<file path="config.mk">
export PLATFORM = sky130hd
export DESIGN_NAME = synth_control_register_logic
export DESIGN_NICKNAME = d
export VERILOG_FILES = /design/src/synth_ctrl_pkg.sv /design/src/pll_timing.sv /design/src/synth_control_register_logic.sv
export SDC_FILE = /design/constraint.sdc
export NUM_CORES = 1
export LEC_CHECK = 0
export ABC_AREA = 0
export ABC_CLOCK_PERIOD_IN_PS = 4170
export BUFFER_PORTS_ARGS = -buffer_cell sky130_fd_sc_hd__buf_2
export CORE_MARGIN = 2
export CORE_UTILIZATION = 30
export DETAILED_ROUTE_END_ITERATION = 7
export PLACE_DENSITY = 0.53
export SYNTH_ARGS = -nofsm -noshare
export SYNTH_HDL_FRONTEND = slang
export SYNTH_HIERARCHICAL = 1
export SYNTH_SLANG_ARGS = --single-unit
</file>
<file path="constraint.sdc">
create_clock -name clk_i -period 4.17 [get_ports clk_i]
set_clock_uncertainty 0.2 [all_clocks]
set_input_delay 0.834 -clock clk_i [delete_from_list [all_inputs] [get_ports clk_i]]
set_output_delay 0.834 -clock clk_i [all_outputs]
set_load 0.05 [all_outputs]
</file>
<file path="src/synth_ctrl_pkg.sv">
// Constants shared by the synthesizer control logic
package synth_ctrl_pkg;
  // Serial frame layout
  localparam int FRAME_BITS = 22;
  localparam int DATA_BITS = 18;
  localparam int ADDR_BITS = 4;
  // Register addresses
  localparam logic [3:0] ADDR_MAIN_CONFIGURATION = 4'h0;
  localparam logic [3:0] ADDR_SECTION_POWER_ENABLES = 4'h2;
  localparam logic [3:0] ADDR_RF_BAND1_DIVIDE_VALUE = 4'h3;
  localparam logic [3:0] ADDR_RF_BAND2_DIVIDE_VALUE = 4'h4;
  localparam logic [3:0] ADDR_IF_DIVIDE_VALUE = 4'h5;
  // Main configuration fields
  localparam int AUX_SEL_LSB = 12;
  localparam int IF_LOW_BIAS_BIT = 5;
  localparam int AUTO_POWER_ON_BIT = 3;
  localparam logic [1:0] AUX_SEL_LOW = 2'h1;
  localparam logic [1:0] AUX_SEL_LOCK = 2'h3;
  // Power enable fields
  localparam int IF_ENABLE_BIT = 1;
  localparam int RF_ENABLE_BIT = 0;
  // Divide value widths
  localparam int RF1_N_BITS = 18;
  localparam int RF2_N_BITS = 17;
  localparam int IF_N_BITS = 16;
  // Reset values of the register bank
  localparam logic [17:0] MAIN_CONFIGURATION_RST = 18'h00002;
  localparam logic [17:0] REG_ZERO_RST = 18'h00000;
  // Fixed reference division
  localparam int REF_DIVIDE_RATIO = 65;
  // Prescaler modulus (P / P+1)
  localparam int PRESCALER_P = 32;
  // Self tune: 6.5 periods counted in half periods
  localparam int TUNE_HALF_PERIODS = 13;
  // Settle: 28 periods counted in half periods
  localparam int SETTLE_HALF_PERIODS = 56;
endpackage : synth_ctrl_pkg

</file>
<file path="src/pll_timing.sv">
// Per-PLL self-tune and settle sequencer
`timescale 1ns/100ps
module pll_timing
  import synth_ctrl_pkg::*;
(
  input wire logic clk_i,
  input wire logic rst_i,
  input wire logic half_tick_i,
  input wire logic enable_i,
  input wire logic retune_i,
  output logic tuning_o,
  output logic settled_o
);
  import synth_ctrl_pkg::*;

  typedef enum logic [3:0] {
    ST_OFF = 4'b0001,
    ST_TUNE = 4'b0010,
    ST_SETTLE = 4'b0100,
    ST_LOCKED = 4'b1000
  } tstate_e;

  typedef struct packed {
    tstate_e st;
    logic [6:0] cnt;
  } state_s;

  state_s cur_ff, nxt_cur;

  // Sequencer: off, self-tune 6.5 periods, then settle 21.5 more periods, 28 in all
  always_comb begin
    nxt_cur = cur_ff;
    if (!enable_i) begin
      nxt_cur.st = ST_OFF;
      nxt_cur.cnt = 7'h00;
    end else if (retune_i || cur_ff.st == ST_OFF) begin
      nxt_cur.st = ST_TUNE;
      nxt_cur.cnt = 7'h00;
    end else if (half_tick_i) begin
      unique case (cur_ff.st)
        ST_TUNE: begin
          nxt_cur.cnt = cur_ff.cnt + 7'h01;
          if (cur_ff.cnt == 7'(TUNE_HALF_PERIODS - 1)) begin
            nxt_cur.st = ST_SETTLE;
          end
        end
        ST_SETTLE: begin
          nxt_cur.cnt = cur_ff.cnt + 7'h01;
          if (cur_ff.cnt == 7'(SETTLE_HALF_PERIODS - 1)) begin
            nxt_cur.st = ST_LOCKED;
          end
        end
        default: nxt_cur = cur_ff;
      endcase
    end
  end

  // State register
  always_ff @(posedge clk_i or posedge rst_i) begin
    if (rst_i) begin
      cur_ff <= '{st: ST_OFF, cnt: 7'h00};
    end else begin
      cur_ff <= nxt_cur;
    end
  end

  assign tuning_o = (cur_ff.st == ST_TUNE) || (cur_ff.st == ST_OFF && enable_i);
  assign settled_o = (cur_ff.st == ST_LOCKED);

  property p_tune_length;
    @(posedge clk_i) disable iff (rst_i)
      $rose(cur_ff.st == ST_SETTLE) |-> $past(cur_ff.cnt) == 7'(TUNE_HALF_PERIODS - 1);
  endproperty
  a_tune_length: assert property (p_tune_length) else $error("Tune length wrong");

  property p_off_when_disabled;
    @(posedge clk_i) disable iff (rst_i)
      !enable_i |=> cur_ff.st == ST_OFF;
  endproperty
  a_off_when_disabled: assert property (p_off_when_disabled) else $error("Not off");

  property p_settle_length;
    @(posedge clk_i) disable iff (rst_i)
      $rose(settled_o) |-> $past(cur_ff.cnt) == 7'(SETTLE_HALF_PERIODS - 1);
  endproperty
  a_settle_length: assert property (p_settle_length) else $error("Settle length wrong");
endmodule : pll_timing

</file>
<file path="src/synth_control_register_logic.sv">
// Serial register bank and control of a three-PLL synthesizer
//
// Functional notes
// - Reference divided by fixed 65 in every PLL, 200 kHz compare rate.
// - RF output follows whichever RF divide register was written last.
// - RF1 divide from register 3, RF2 from 4, IF from 5.
// - Prescaler, swallow and main counts derived internally from N.
// - Self-tune for 6.5 compare periods after power-up or frequency change.
// - Well settled about 28 periods, 140 us, after the change.
// - Low-bias bit set reduces IF amplifier bias; host picks by load.
// - Power-down pin low forces IF and RF off.
// - Power-down pin high: register bits alone set section power.
// - With auto clear, each enable bit switches its section.
// - Reference amplifier on when pin high and either enable bit or the auto bit is high.
// - Auto bit set acts as both enable bits set.
// - Serial port accepts writes in every power-down state.
// - Aux select 11 puts active-low lock detect on aux pin.
// - Frame is 22 bits: 18 data then 4 address.
// - Data shifted on rising serial clock while enable low.
// - Enable rising edge loads register; earlier leading bits ignored.
// - Lock detect high while any PLL self-tunes or is near its limit, low otherwise.
`timescale 1ns/100ps
module synth_control_register_logic
  import synth_ctrl_pkg::*;
#(
  parameter int REF_DIV = REF_DIVIDE_RATIO,
  parameter int PRESCALE = PRESCALER_P
) (
  input wire logic clk_i,
  input wire logic rst_i,
  input wire logic serial_clock_i,
  input wire logic serial_data_in_i,
  input wire logic serial_enable_n_i,
  input wire logic power_down_pin_n_i,
  input wire logic reference_input_i,
  input wire logic rf1_near_limit_i,
  input wire logic rf2_near_limit_i,
  input wire logic if_near_limit_i,
  output logic rf1_pll_on_o,
  output logic rf2_pll_on_o,
  output logic if_pll_on_o,
  output logic ref_amp_on_o,
  output logic rf_output_select_o,
  output logic if_low_bias_o,
  output logic aux_output_pin_o,
  output logic compare_tick_o,
  output logic [17:0] rf1_divide_o,
  output logic [16:0] rf2_divide_o,
  output logic [15:0] if_divide_o,
  output logic [5:0] active_prescale_ratio_o,
  output logic [12:0] active_main_count_o,
  output logic [5:0] active_swallow_count_o
);
  import synth_ctrl_pkg::*;

  // Refuse settings the counters cannot hold; an 18-bit N needs P of 32 or more
  if (REF_DIV < 2 || REF_DIV > 127) begin : g_bad_ref_div
    $error("REF_DIV out of range");
  end
  if (PRESCALE < 32 || PRESCALE > 63) begin : g_bad_prescale
    $error("PRESCALE out of range");
  end

  // ****************************************************************
  // State
  // ****************************************************************
  typedef struct packed {
    logic [2:0] sclk_sync;
    logic [2:0] sdat_sync;
    logic [2:0] serial_enable_n_sync;
    logic [2:0] xin_sync;
    logic sclk_q;
    logic serial_enable_n_q;
    logic xin_q;
    logic [2:0] pin_sync;
    logic pin_q;
    logic [FRAME_BITS-1:0] shift;
    logic [17:0] main_cfg;
    logic [17:0] pwr_en;
    logic [17:0] rf1_n;
    logic [16:0] rf2_n;
    logic [15:0] if_n;
    logic rf_sel;
    logic rf1_chg;
    logic rf2_chg;
    logic if_chg;
    logic [6:0] ref_cnt;
    logic half_tick;
    logic full_tick;
  } state_s;

  state_s cur_ff, nxt_cur;

  // Stable versions: except data, the second and third stages must agree
  logic sclk_lvl, serial_enable_n_lvl, xin_lvl, sdat_lvl, pin_lvl;
  logic sclk_rise, serial_enable_n_rise, xin_rise;
  logic [ADDR_BITS-1:0] frame_addr;
  logic [DATA_BITS-1:0] frame_data;
  logic if_on, rf_on;
  logic rf1_tuning, rf2_tuning, if_tuning;
  logic rf1_settled, rf2_settled, if_settled;

  // Agreeing pair updates the filtered level, else it holds
  function automatic logic agree(input logic [2:0] s, input logic held);
    agree = (s[1] == s[2]) ? s[2] : held;
  endfunction : agree

  // Split N into main count and swallow count for a P/P+1 prescaler
  function automatic logic [17:0] main_count(input logic [17:0] n);
    main_count = n / 18'(PRESCALE);
  endfunction : main_count

  function automatic logic [17:0] swallow_count(input logic [17:0] n);
    swallow_count = n % 18'(PRESCALE);
  endfunction : swallow_count

  assign sclk_lvl = agree(cur_ff.sclk_sync, cur_ff.sclk_q);
  assign serial_enable_n_lvl = agree(cur_ff.serial_enable_n_sync, cur_ff.serial_enable_n_q);
  assign xin_lvl = agree(cur_ff.xin_sync, cur_ff.xin_q);
  assign pin_lvl = agree(cur_ff.pin_sync, cur_ff.pin_q);
  assign sdat_lvl = cur_ff.sdat_sync[2];
  assign sclk_rise = sclk_lvl && !cur_ff.sclk_q;
  assign serial_enable_n_rise = serial_enable_n_lvl && !cur_ff.serial_enable_n_q;
  assign xin_rise = xin_lvl && !cur_ff.xin_q;
  assign frame_addr = cur_ff.shift[ADDR_BITS-1:0];
  assign frame_data = cur_ff.shift[FRAME_BITS-1:ADDR_BITS];

  // ****************************************************************
  // Next state
  // ****************************************************************
  // Serial port ignores power state entirely, so writes to used addresses always land
  always_comb begin
    nxt_cur = cur_ff;
    nxt_cur.sclk_sync = {cur_ff.sclk_sync[1:0], serial_clock_i};
    nxt_cur.sdat_sync = {cur_ff.sdat_sync[1:0], serial_data_in_i};
    nxt_cur.serial_enable_n_sync = {cur_ff.serial_enable_n_sync[1:0], serial_enable_n_i};
    nxt_cur.xin_sync = {cur_ff.xin_sync[1:0], reference_input_i};
    nxt_cur.sclk_q = sclk_lvl;
    nxt_cur.serial_enable_n_q = serial_enable_n_lvl;
    nxt_cur.xin_q = xin_lvl;
    nxt_cur.pin_sync = {cur_ff.pin_sync[1:0], power_down_pin_n_i};
    nxt_cur.pin_q = pin_lvl;
    nxt_cur.rf1_chg = 1'b0;
    nxt_cur.rf2_chg = 1'b0;
    nxt_cur.if_chg = 1'b0;
    // Shift on serial clock rise while enabled; only the last 22 survive
    if (!serial_enable_n_lvl && sclk_rise) begin
      nxt_cur.shift = {cur_ff.shift[FRAME_BITS-2:0], sdat_lvl};
    end
    // Enable rising edge loads the addressed register
    if (serial_enable_n_rise) begin
      unique case (frame_addr)
        ADDR_MAIN_CONFIGURATION: nxt_cur.main_cfg = frame_data;
        ADDR_SECTION_POWER_ENABLES: nxt_cur.pwr_en = frame_data;
        ADDR_RF_BAND1_DIVIDE_VALUE: begin
          nxt_cur.rf1_n = frame_data[RF1_N_BITS-1:0];
          nxt_cur.rf_sel = 1'b0;
          nxt_cur.rf1_chg = 1'b1;
        end
        ADDR_RF_BAND2_DIVIDE_VALUE: begin
          nxt_cur.rf2_n = frame_data[RF2_N_BITS-1:0];
          nxt_cur.rf_sel = 1'b1;
          nxt_cur.rf2_chg = 1'b1;
        end
        ADDR_IF_DIVIDE_VALUE: begin
          nxt_cur.if_n = frame_data[IF_N_BITS-1:0];
          nxt_cur.if_chg = 1'b1;
        end
        // Reserved addresses are dropped rather than guessed at
        default: nxt_cur.shift = cur_ff.shift;
      endcase
    end
    // Fixed divide of the reference; ticks at each half and full period
    nxt_cur.half_tick = 1'b0;
    nxt_cur.full_tick = 1'b0;
    if (xin_rise) begin
      if (cur_ff.ref_cnt == 7'(REF_DIV - 1)) begin
        nxt_cur.ref_cnt = 7'h00;
        nxt_cur.half_tick = 1'b1;
        nxt_cur.full_tick = 1'b1;
      end else begin
        nxt_cur.ref_cnt = cur_ff.ref_cnt + 7'h01;
        nxt_cur.half_tick = (cur_ff.ref_cnt == 7'(REF_DIV / 2 - 1));
      end
    end
  end

  // State register
  always_ff @(posedge clk_i or posedge rst_i) begin
    if (rst_i) begin
      cur_ff <= '{
        sclk_sync: 3'h0, sdat_sync: 3'h0, serial_enable_n_sync: 3'h7, xin_sync: 3'h0,
        sclk_q: 1'b0, serial_enable_n_q: 1'b1, xin_q: 1'b0, shift: '0,
        pin_sync: 3'h0, pin_q: 1'b0,
        main_cfg: MAIN_CONFIGURATION_RST, pwr_en: REG_ZERO_RST,
        rf1_n: REG_ZERO_RST, rf2_n: 17'h00000, if_n: 16'h0000,
        rf_sel: 1'b0, rf1_chg: 1'b0, rf2_chg: 1'b0, if_chg: 1'b0,
        ref_cnt: 7'h00, half_tick: 1'b0, full_tick: 1'b0
      };
    end else begin
      cur_ff <= nxt_cur;
    end
  end

  // ****************************************************************
  // Power control
  // ****************************************************************
  // Filtered pin level, so the tune sequencers never see an unsynced edge
  always_comb begin
    if (!pin_lvl) begin
      if_on = 1'b0;
      rf_on = 1'b0;
    end else if (cur_ff.main_cfg[AUTO_POWER_ON_BIT]) begin
      if_on = 1'b1;
      rf_on = 1'b1;
    end else begin
      if_on = cur_ff.pwr_en[IF_ENABLE_BIT];
      rf_on = cur_ff.pwr_en[RF_ENABLE_BIT];
    end
  end

  assign if_pll_on_o = if_on;
  assign rf1_pll_on_o = rf_on && !cur_ff.rf_sel;
  assign rf2_pll_on_o = rf_on && cur_ff.rf_sel;
  assign ref_amp_on_o = pin_lvl && (cur_ff.pwr_en[IF_ENABLE_BIT] ||
                        cur_ff.pwr_en[RF_ENABLE_BIT] ||
                        cur_ff.main_cfg[AUTO_POWER_ON_BIT]);
  assign rf_output_select_o = cur_ff.rf_sel;
  assign if_low_bias_o = cur_ff.main_cfg[IF_LOW_BIAS_BIT];
  assign compare_tick_o = cur_ff.full_tick;
  assign rf1_divide_o = cur_ff.rf1_n;
  assign rf2_divide_o = cur_ff.rf2_n;
  assign if_divide_o = cur_ff.if_n;

  // Counter split of the active RF divider
  always_comb begin
    logic [17:0] n;
    n = cur_ff.rf_sel ? {1'b0, cur_ff.rf2_n} : cur_ff.rf1_n;
    active_prescale_ratio_o = 6'(PRESCALE);
    active_main_count_o = 13'(main_count(n));
    active_swallow_count_o = 6'(swallow_count(n));
  end

  // ****************************************************************
  // Self-tune sequencers
  // ****************************************************************
  pll_timing u_rf1 (
    .clk_i(clk_i), .rst_i(rst_i), .half_tick_i(cur_ff.half_tick),
    .enable_i(rf1_pll_on_o), .retune_i(cur_ff.rf1_chg),
    .tuning_o(rf1_tuning), .settled_o(rf1_settled)
  );
  pll_timing u_rf2 (
    .clk_i(clk_i), .rst_i(rst_i), .half_tick_i(cur_ff.half_tick),
    .enable_i(rf2_pll_on_o), .retune_i(cur_ff.rf2_chg),
    .tuning_o(rf2_tuning), .settled_o(rf2_settled)
  );
  pll_timing u_if (
    .clk_i(clk_i), .rst_i(rst_i), .half_tick_i(cur_ff.half_tick),
    .enable_i(if_on), .retune_i(cur_ff.if_chg),
    .tuning_o(if_tuning), .settled_o(if_settled)
  );

  // Aux pin: lock detect or forced low; reserved codes also drive low
  always_comb begin
    logic lock_n;
    lock_n = rf1_tuning || rf2_tuning || if_tuning ||
             rf1_near_limit_i || rf2_near_limit_i || if_near_limit_i;
    if (cur_ff.main_cfg[AUX_SEL_LSB+1:AUX_SEL_LSB] == AUX_SEL_LOCK) begin
      aux_output_pin_o = lock_n;
    end else begin
      aux_output_pin_o = 1'b0;
    end
  end

  // ****************************************************************
  // Assertions
  // ****************************************************************
  property p_pin_forces_off;
    @(posedge clk_i) disable iff (rst_i)
      !pin_lvl |-> !if_pll_on_o && !rf1_pll_on_o && !rf2_pll_on_o;
  endproperty
  a_pin_forces_off: assert property (p_pin_forces_off) else $error("Pin off ignored");

  property p_auto_on;
    @(posedge clk_i) disable iff (rst_i)
      pin_lvl && cur_ff.main_cfg[AUTO_POWER_ON_BIT] |-> if_pll_on_o;
  endproperty
  a_auto_on: assert property (p_auto_on) else $error("Auto power failed");

  property p_rf2_select;
    @(posedge clk_i) disable iff (rst_i)
      serial_enable_n_rise && frame_addr == ADDR_RF_BAND2_DIVIDE_VALUE |=> rf_output_select_o;
  endproperty
  a_rf2_select: assert property (p_rf2_select) else $error("RF2 not selected");

  property p_rf1_select;
    @(posedge clk_i) disable iff (rst_i)
      serial_enable_n_rise && frame_addr == ADDR_RF_BAND1_DIVIDE_VALUE |=> !rf_output_select_o;
  endproperty
  a_rf1_select: assert property (p_rf1_select) else $error("RF1 not selected");

  property p_if_load;
    @(posedge clk_i) disable iff (rst_i)
      serial_enable_n_rise && frame_addr == ADDR_IF_DIVIDE_VALUE
      |=> if_divide_o == $past(frame_data[IF_N_BITS-1:0]);
  endproperty
  a_if_load: assert property (p_if_load) else $error("IF divide not loaded");

  property p_ref_period;
    @(posedge clk_i) disable iff (rst_i)
      xin_rise && cur_ff.ref_cnt == 7'(REF_DIV - 1) |=> compare_tick_o;
  endproperty
  a_ref_period: assert property (p_ref_period) else $error("Reference divide wrong");

  property p_lock_aux;
    @(posedge clk_i) disable iff (rst_i)
      cur_ff.main_cfg[13:12] == AUX_SEL_LOCK && if_tuning |-> aux_output_pin_o;
  endproperty
  a_lock_aux: assert property (p_lock_aux) else $error("Lock detect low in tune");

  property p_shift_hold;
    @(posedge clk_i) disable iff (rst_i)
      serial_enable_n_lvl && !serial_enable_n_rise |=> $stable(cur_ff.shift);
  endproperty
  a_shift_hold: assert property (p_shift_hold) else $error("Shift while disabled");

  property p_ref_amp;
    @(posedge clk_i) disable iff (rst_i)
      pin_lvl && cur_ff.pwr_en[RF_ENABLE_BIT] |-> ref_amp_on_o;
  endproperty
  a_ref_amp: assert property (p_ref_amp) else $error("Reference amp off");

  // A PLL is never tuning and settled at once
  property p_tune_settle_excl;
    @(posedge clk_i) disable iff (rst_i)
      !(rf1_tuning && rf1_settled) && !(rf2_tuning && rf2_settled) &&
      !(if_tuning && if_settled);
  endproperty
  a_tune_settle_excl: assert property (p_tune_settle_excl) else $error("Tune and settle");
endmodule : synth_control_register_logic

</file>
Word level (Yosys, flattened, before mapping)
Index checks and enable logic that the tools add are counted.

storage, ports and cells
  logic and storage cells = 157
  register bits = 174
  output and inout port bits = 84
  memories kept = 0
  memory bits (writable) = 0
  memory bits (read-only) = 0
  bits in latches = 0

cells by class
  shift operators = 0
  $mul = 0
  reductions and logical operators = 43
  $add $sub $neg = 4
  muxes and demuxes = 43
  divide/modulo/power cells = 0
  magnitude comparators = 0
  bitwise operators = 0
  eq/ne operators = 39

operator list
  kind                                                 number
  2-to-1 mux 113 bit                                   1
  2-to-1 mux 11 bit                                    9
  2-to-1 mux 18 bit                                    4
  case mux 11 bit (2 select lines)                     3
  2-to-1 mux 22 bit                                    2
  inequality test 4 bit, second input constant         9
  adder 7 x 1 -> 7 bit, second input constant          4
  2-to-1 mux 4 bit                                     6
  equality test 7 x 4 -> 1 bit, second input constant  3
  equality test 7 x 6 -> 1 bit, second input constant  3
  equality test 4 x 2 -> 1 bit, second input constant  5
  equality test 4 x 3 -> 1 bit, second input constant  5
  AND reduction 2 bit                                  9
  2-to-1 mux 17 bit                                    1
  2-to-1 mux 16 bit                                    1
  logical OR 1 bit                                     13
  2-to-1 mux 1 bit                                     13
  equality test 4 x 1 -> 1 bit, second input constant  3
  AND reduction 4 bit                                  3
  logical AND 1 bit                                    10
  inequality test 3 bit, second input constant         3
  2-to-1 mux 8 bit                                     1
  equality test 7 x 5 -> 1 bit, second input constant  1
  equality test 7 bit, second input constant           1
  other kinds (9)                                      16

Depth between registers and ports, before layout
  depth in word-level cells = 12
  gate-level depth with buffers = 8
  mapped depth without buffers = 8

Cells and area by module
Netlist, hierarchy kept.

modules (own cells, without submodules)
  module                        area each (µm²)  times used  cells an instance
  synth_control_register_logic  4778.3           1           337
  pll_timing at u_if ...        701.9            2           75
  pll_timing at u_rf1           710.7            1           75

Worst setup path before layout
OpenSTA, ideal clock, no wires.

  path type = flip-flop to output port
  from = reg cur_ff, in the netlist rf_output_select_o
  to = out aux_output_pin_o
  path buffers = 1
  arrival time = 2901 ps
  stages on the path, launching flop included = 9
  path slack = 235 ps
  required time = 3136 ps
  cells stage by stage = dfrtp_1 > clkbuf_1 > inv_1 > nor2_1 > nand2_1 > mux2_2 > nor3_1 > or4_1 > o311a_1

on the way
  elaborated cells on any way between the ends = 13

RTL lines
  element                         RTL line                             text
  from (decl)                     synth_control_register_logic.sv:92   state_s cur_ff, nxt_cur;
  from (signal assigned)          synth_control_register_logic.sv:191  cur_ff <= '{
  from (signal assigned)          synth_control_register_logic.sv:201  cur_ff <= nxt_cur;
  logical AND 1 bit               synth_control_register_logic.sv:224  assign rf2_pll_on_o = rf_on && cur_ff.rf_sel;
  named net rf2_pll_on_o          synth_control_register_logic.sv:40   output logic rf2_pll_on_o,
  logical AND 1 bit               pll_timing.sv:67                     assign tuning_o = (cur_ff.st == ST_TUNE) || (cur_ff.st == ST_OFF && enable_i);
  logical OR 1 bit                pll_timing.sv:67
  named net rf2_tuning            synth_control_register_logic.sv:100  logic rf1_tuning, rf2_tuning, if_tuning;
  logical OR 1 bit (3 in series)  synth_control_register_logic.sv:266  lock_n = rf1_tuning || rf2_tuning || if_tuning ||
  logical OR 1 bit (2 in series)  synth_control_register_logic.sv:267  rf1_near_limit_i || rf2_near_limit_i || if_near_limit_i;
  2-to-1 mux 1 bit                synth_control_register_logic.sv:268  if (cur_ff.main_cfg[AUX_SEL_LSB+1:AUX_SEL_LSB] == AUX_SEL_LOCK) begin
  to (decl)                       synth_control_register_logic.sv:45   output logic aux_output_pin_o,

The timed path passes the listed nets, and every way through them passes these cells.

==> impl_metrics.ini <==
[critical_path]
worstSetupStartpointType = flop
worstPathRequired_ns = 3.14
crit_path_end_kind = output port
path_buf_inv = 1
worstSetupPathDepth = 9
critPathMaxFanout = 5
critPathTopFamily = simple AND/OR/NAND/NOR gates
slowest_delay_ns = 0.59
slowest_stage = or4_1
critPathKind = reg2out
worstRegToRegCells = 3
cp.arrival_ns = 2.86
path_cells = maj3_1 > o21ai_0 > nor2_1 > nand2_1 > mux2_2 > nor3_1 > or4_1 > o311a_1 > buf_2

[timing]
finalHoldViolCount = 0
max_freq_mhz = 257
rsz0062_at_grt = no
setup_slack_ns = 0.274
fin_crit_sh_pct = 93.4
setup_viol_count_final = 0
setup_tns_ns = 0
relSlewSlack_pct = 25.7
min_period_ns = 3.90
slew_viol_final = 0
worst_slew_pin_slew_ns = 1.11

[placed_design]
place_ws_ns = 0.691
dp_hpwl_mm = 9.63
io_buffers = 86
gp_congestion = 0.803

[die]
dieArea_sq_um = 24100
start_util_pct = 30.4
die_x_um = 155
chipHeight_um = 155
coreArea_sq_um = 22600
floorplan.rows = 55
ios = 94

[cts]
hold_buffers = 0
cts_buffer_depth = 2
tritoncts = yes
cts-resized-gates = 0
htreeDepth = 4
root_buffer = clkbuf_16
numCtsBuffers = 17
path_clk_slew_ns = 0.06
cts_num_sinks = 144
clk_latency_ns = 0.42
cts_setup_buffers = 0

[global_route]
grt_usage_pct = 12.1
grt_pass1_wl_mm = 23.1
overflow = 0
grt_max_degree = 77
antenna_found_initial = 0
grt_pass1_vias = 4301

[final_layout]
diodes = 0
drive_gt1_share_pct = 39.9
area_delta_synth_final_pct = 12.7
nets = 611

[synthesis]
syn-instance-count = 559
yosys_warnings = 6
synth_area_sq_um = 6870
synth_area_per_cell_sq_um = 12.3

[worst_hold_path]
min_path_cells = 0
min_path_type = reg2reg

[power]
combPwrFrac_pct = 8.9
switching_share_pct = 25.2
p_seq_share_pct = 46.4
p_per_area_nw_per_um2 = 432
cellLeakagePower_nw = 3.71
peakVddDrop_uv = 329
p_int_mw = 2.50
switching_power_uw = 843
pwr-share-clk_pct = 44.8

[route]
drt_pass1_iterations = 4
drc_errors = 0
vias = 4281
drt_iter0_drc = 237
routed_wl_mm = 14.0
drtAntennaViolNets = 0
routedWlPerCell_um = 15.7
drt-vias-per-instance = 4.80

[status]
outcome = completed

[run]
maxCapViolations = 0
## final timing paths
kind	start	slack (ns)	to
min in group asynchronous	rst_i	0.28	u_rf2/cur_ff[3]$_DFFE_PP0P_
worst max register to register	cur_ff[133]$_DFF_PP1_	1.76	rf1_divide_o[12]$_DFFE_PP0P_
max in group asynchronous	rst_i	2.48	if_low_bias_o$_DFFE_PP0P_
worst min register to register	cur_ff[136]$_DFF_PP0_	0.15	cur_ff[137]$_DFF_PP0_
worst max-delay path	cur_ff[122]$_DFF_PP0_	0.27	aux_output_pin_o
worst min-delay path	cur_ff[136]$_DFF_PP0_	0.15	cur_ff[137]$_DFF_PP0_
## layout make-up
class                      instances  area (sq um)
fill                            2224         14800
sequential                       144          3610
multi-input combinational        313          2630
clock buffer                      22           474
timing repair buffer              89           453
tap                              285           357
clock inverter                    10           109
inverter                          28           108
## power by group through the flow
stage          clock network [mW]  registers (mW)  logic, mW
2_1_floorplan                   0            1.55      0.248
3_3_place_gp                    0            1.57      0.295
3_5_place_dp                    0            1.57      0.302
4_1_cts                      1.54            1.55      0.302
5_1_grt                      1.61            1.56      0.326
6_report                     1.50            1.55      0.296
## through the flow
| stage | util (%) | instances | power (mW) | hold WS (ns) | cell area [sq um] |
|---|---|---|---|---|---|
| floorplan | - | 564 | 1.79 | 0.131 | 6890 |
| global placement | 31.7 | 859 | 1.86 | 0.132 | 7160 |
| detailed placement | 31.7 | 859 | 1.88 | 0.136 | 7160 |
| CTS | 34.3 | 891 | 3.39 | 0.149 | 7740 |
| global route | 34.3 | 891 | 3.49 | 0.157 | 7740 |
| finish | 34.3 | 891 | 3.34 | 0.146 | 7740 |
## cell usage in the layout (no fill, tap or decap), types with 5 or more instances in the layout
master and n:
mux2i_1 6, a21oi_1 16, or4_1 11, ha_1 8, o21ai_0 11, mux2_2 98, nand3b_1 8, inv_1 27
conb_1 7, nand4_1 9, nor4_1 6, dfrtp_1 137, clkbuf_16 17, xnor2_1 6, nand2_1 14, o31ai_1 14
dfstp_2 7, nor3b_1 5, nor3_1 5, nand3_1 20, clkinv_2 5, buf_2 86, nand4b_1 5
## layer usage
layer  up-vias  track usage, %  wire length (um)
li1       2015               -                 -
met1      2167            16.4              6740
met5         -               0                 0
met2        85            19.2              6530
met4         0            3.80               157
met3        14            2.84               555
## worst reg2reg max path, stage by stage, from the launching register on
cell and delay [ns]:
dfstp_2 0.55, and4b_1 0.22, and3_1 0.90, mux2_2 0.43
## registers in the layout, indices dropped and copies added, names as in the netlist
name and cells:
rf2_divide_o 17, rf1_divide_o 18, if_divide_o 16, if_low_bias_o 1
u_rf2/cur_ff 11, compare_tick_o 1, rf_output_select_o 1, u_rf1/cur_ff 11
u_if/cur_ff 11, cur_ff 57
(Power assumes the default switching activity.)
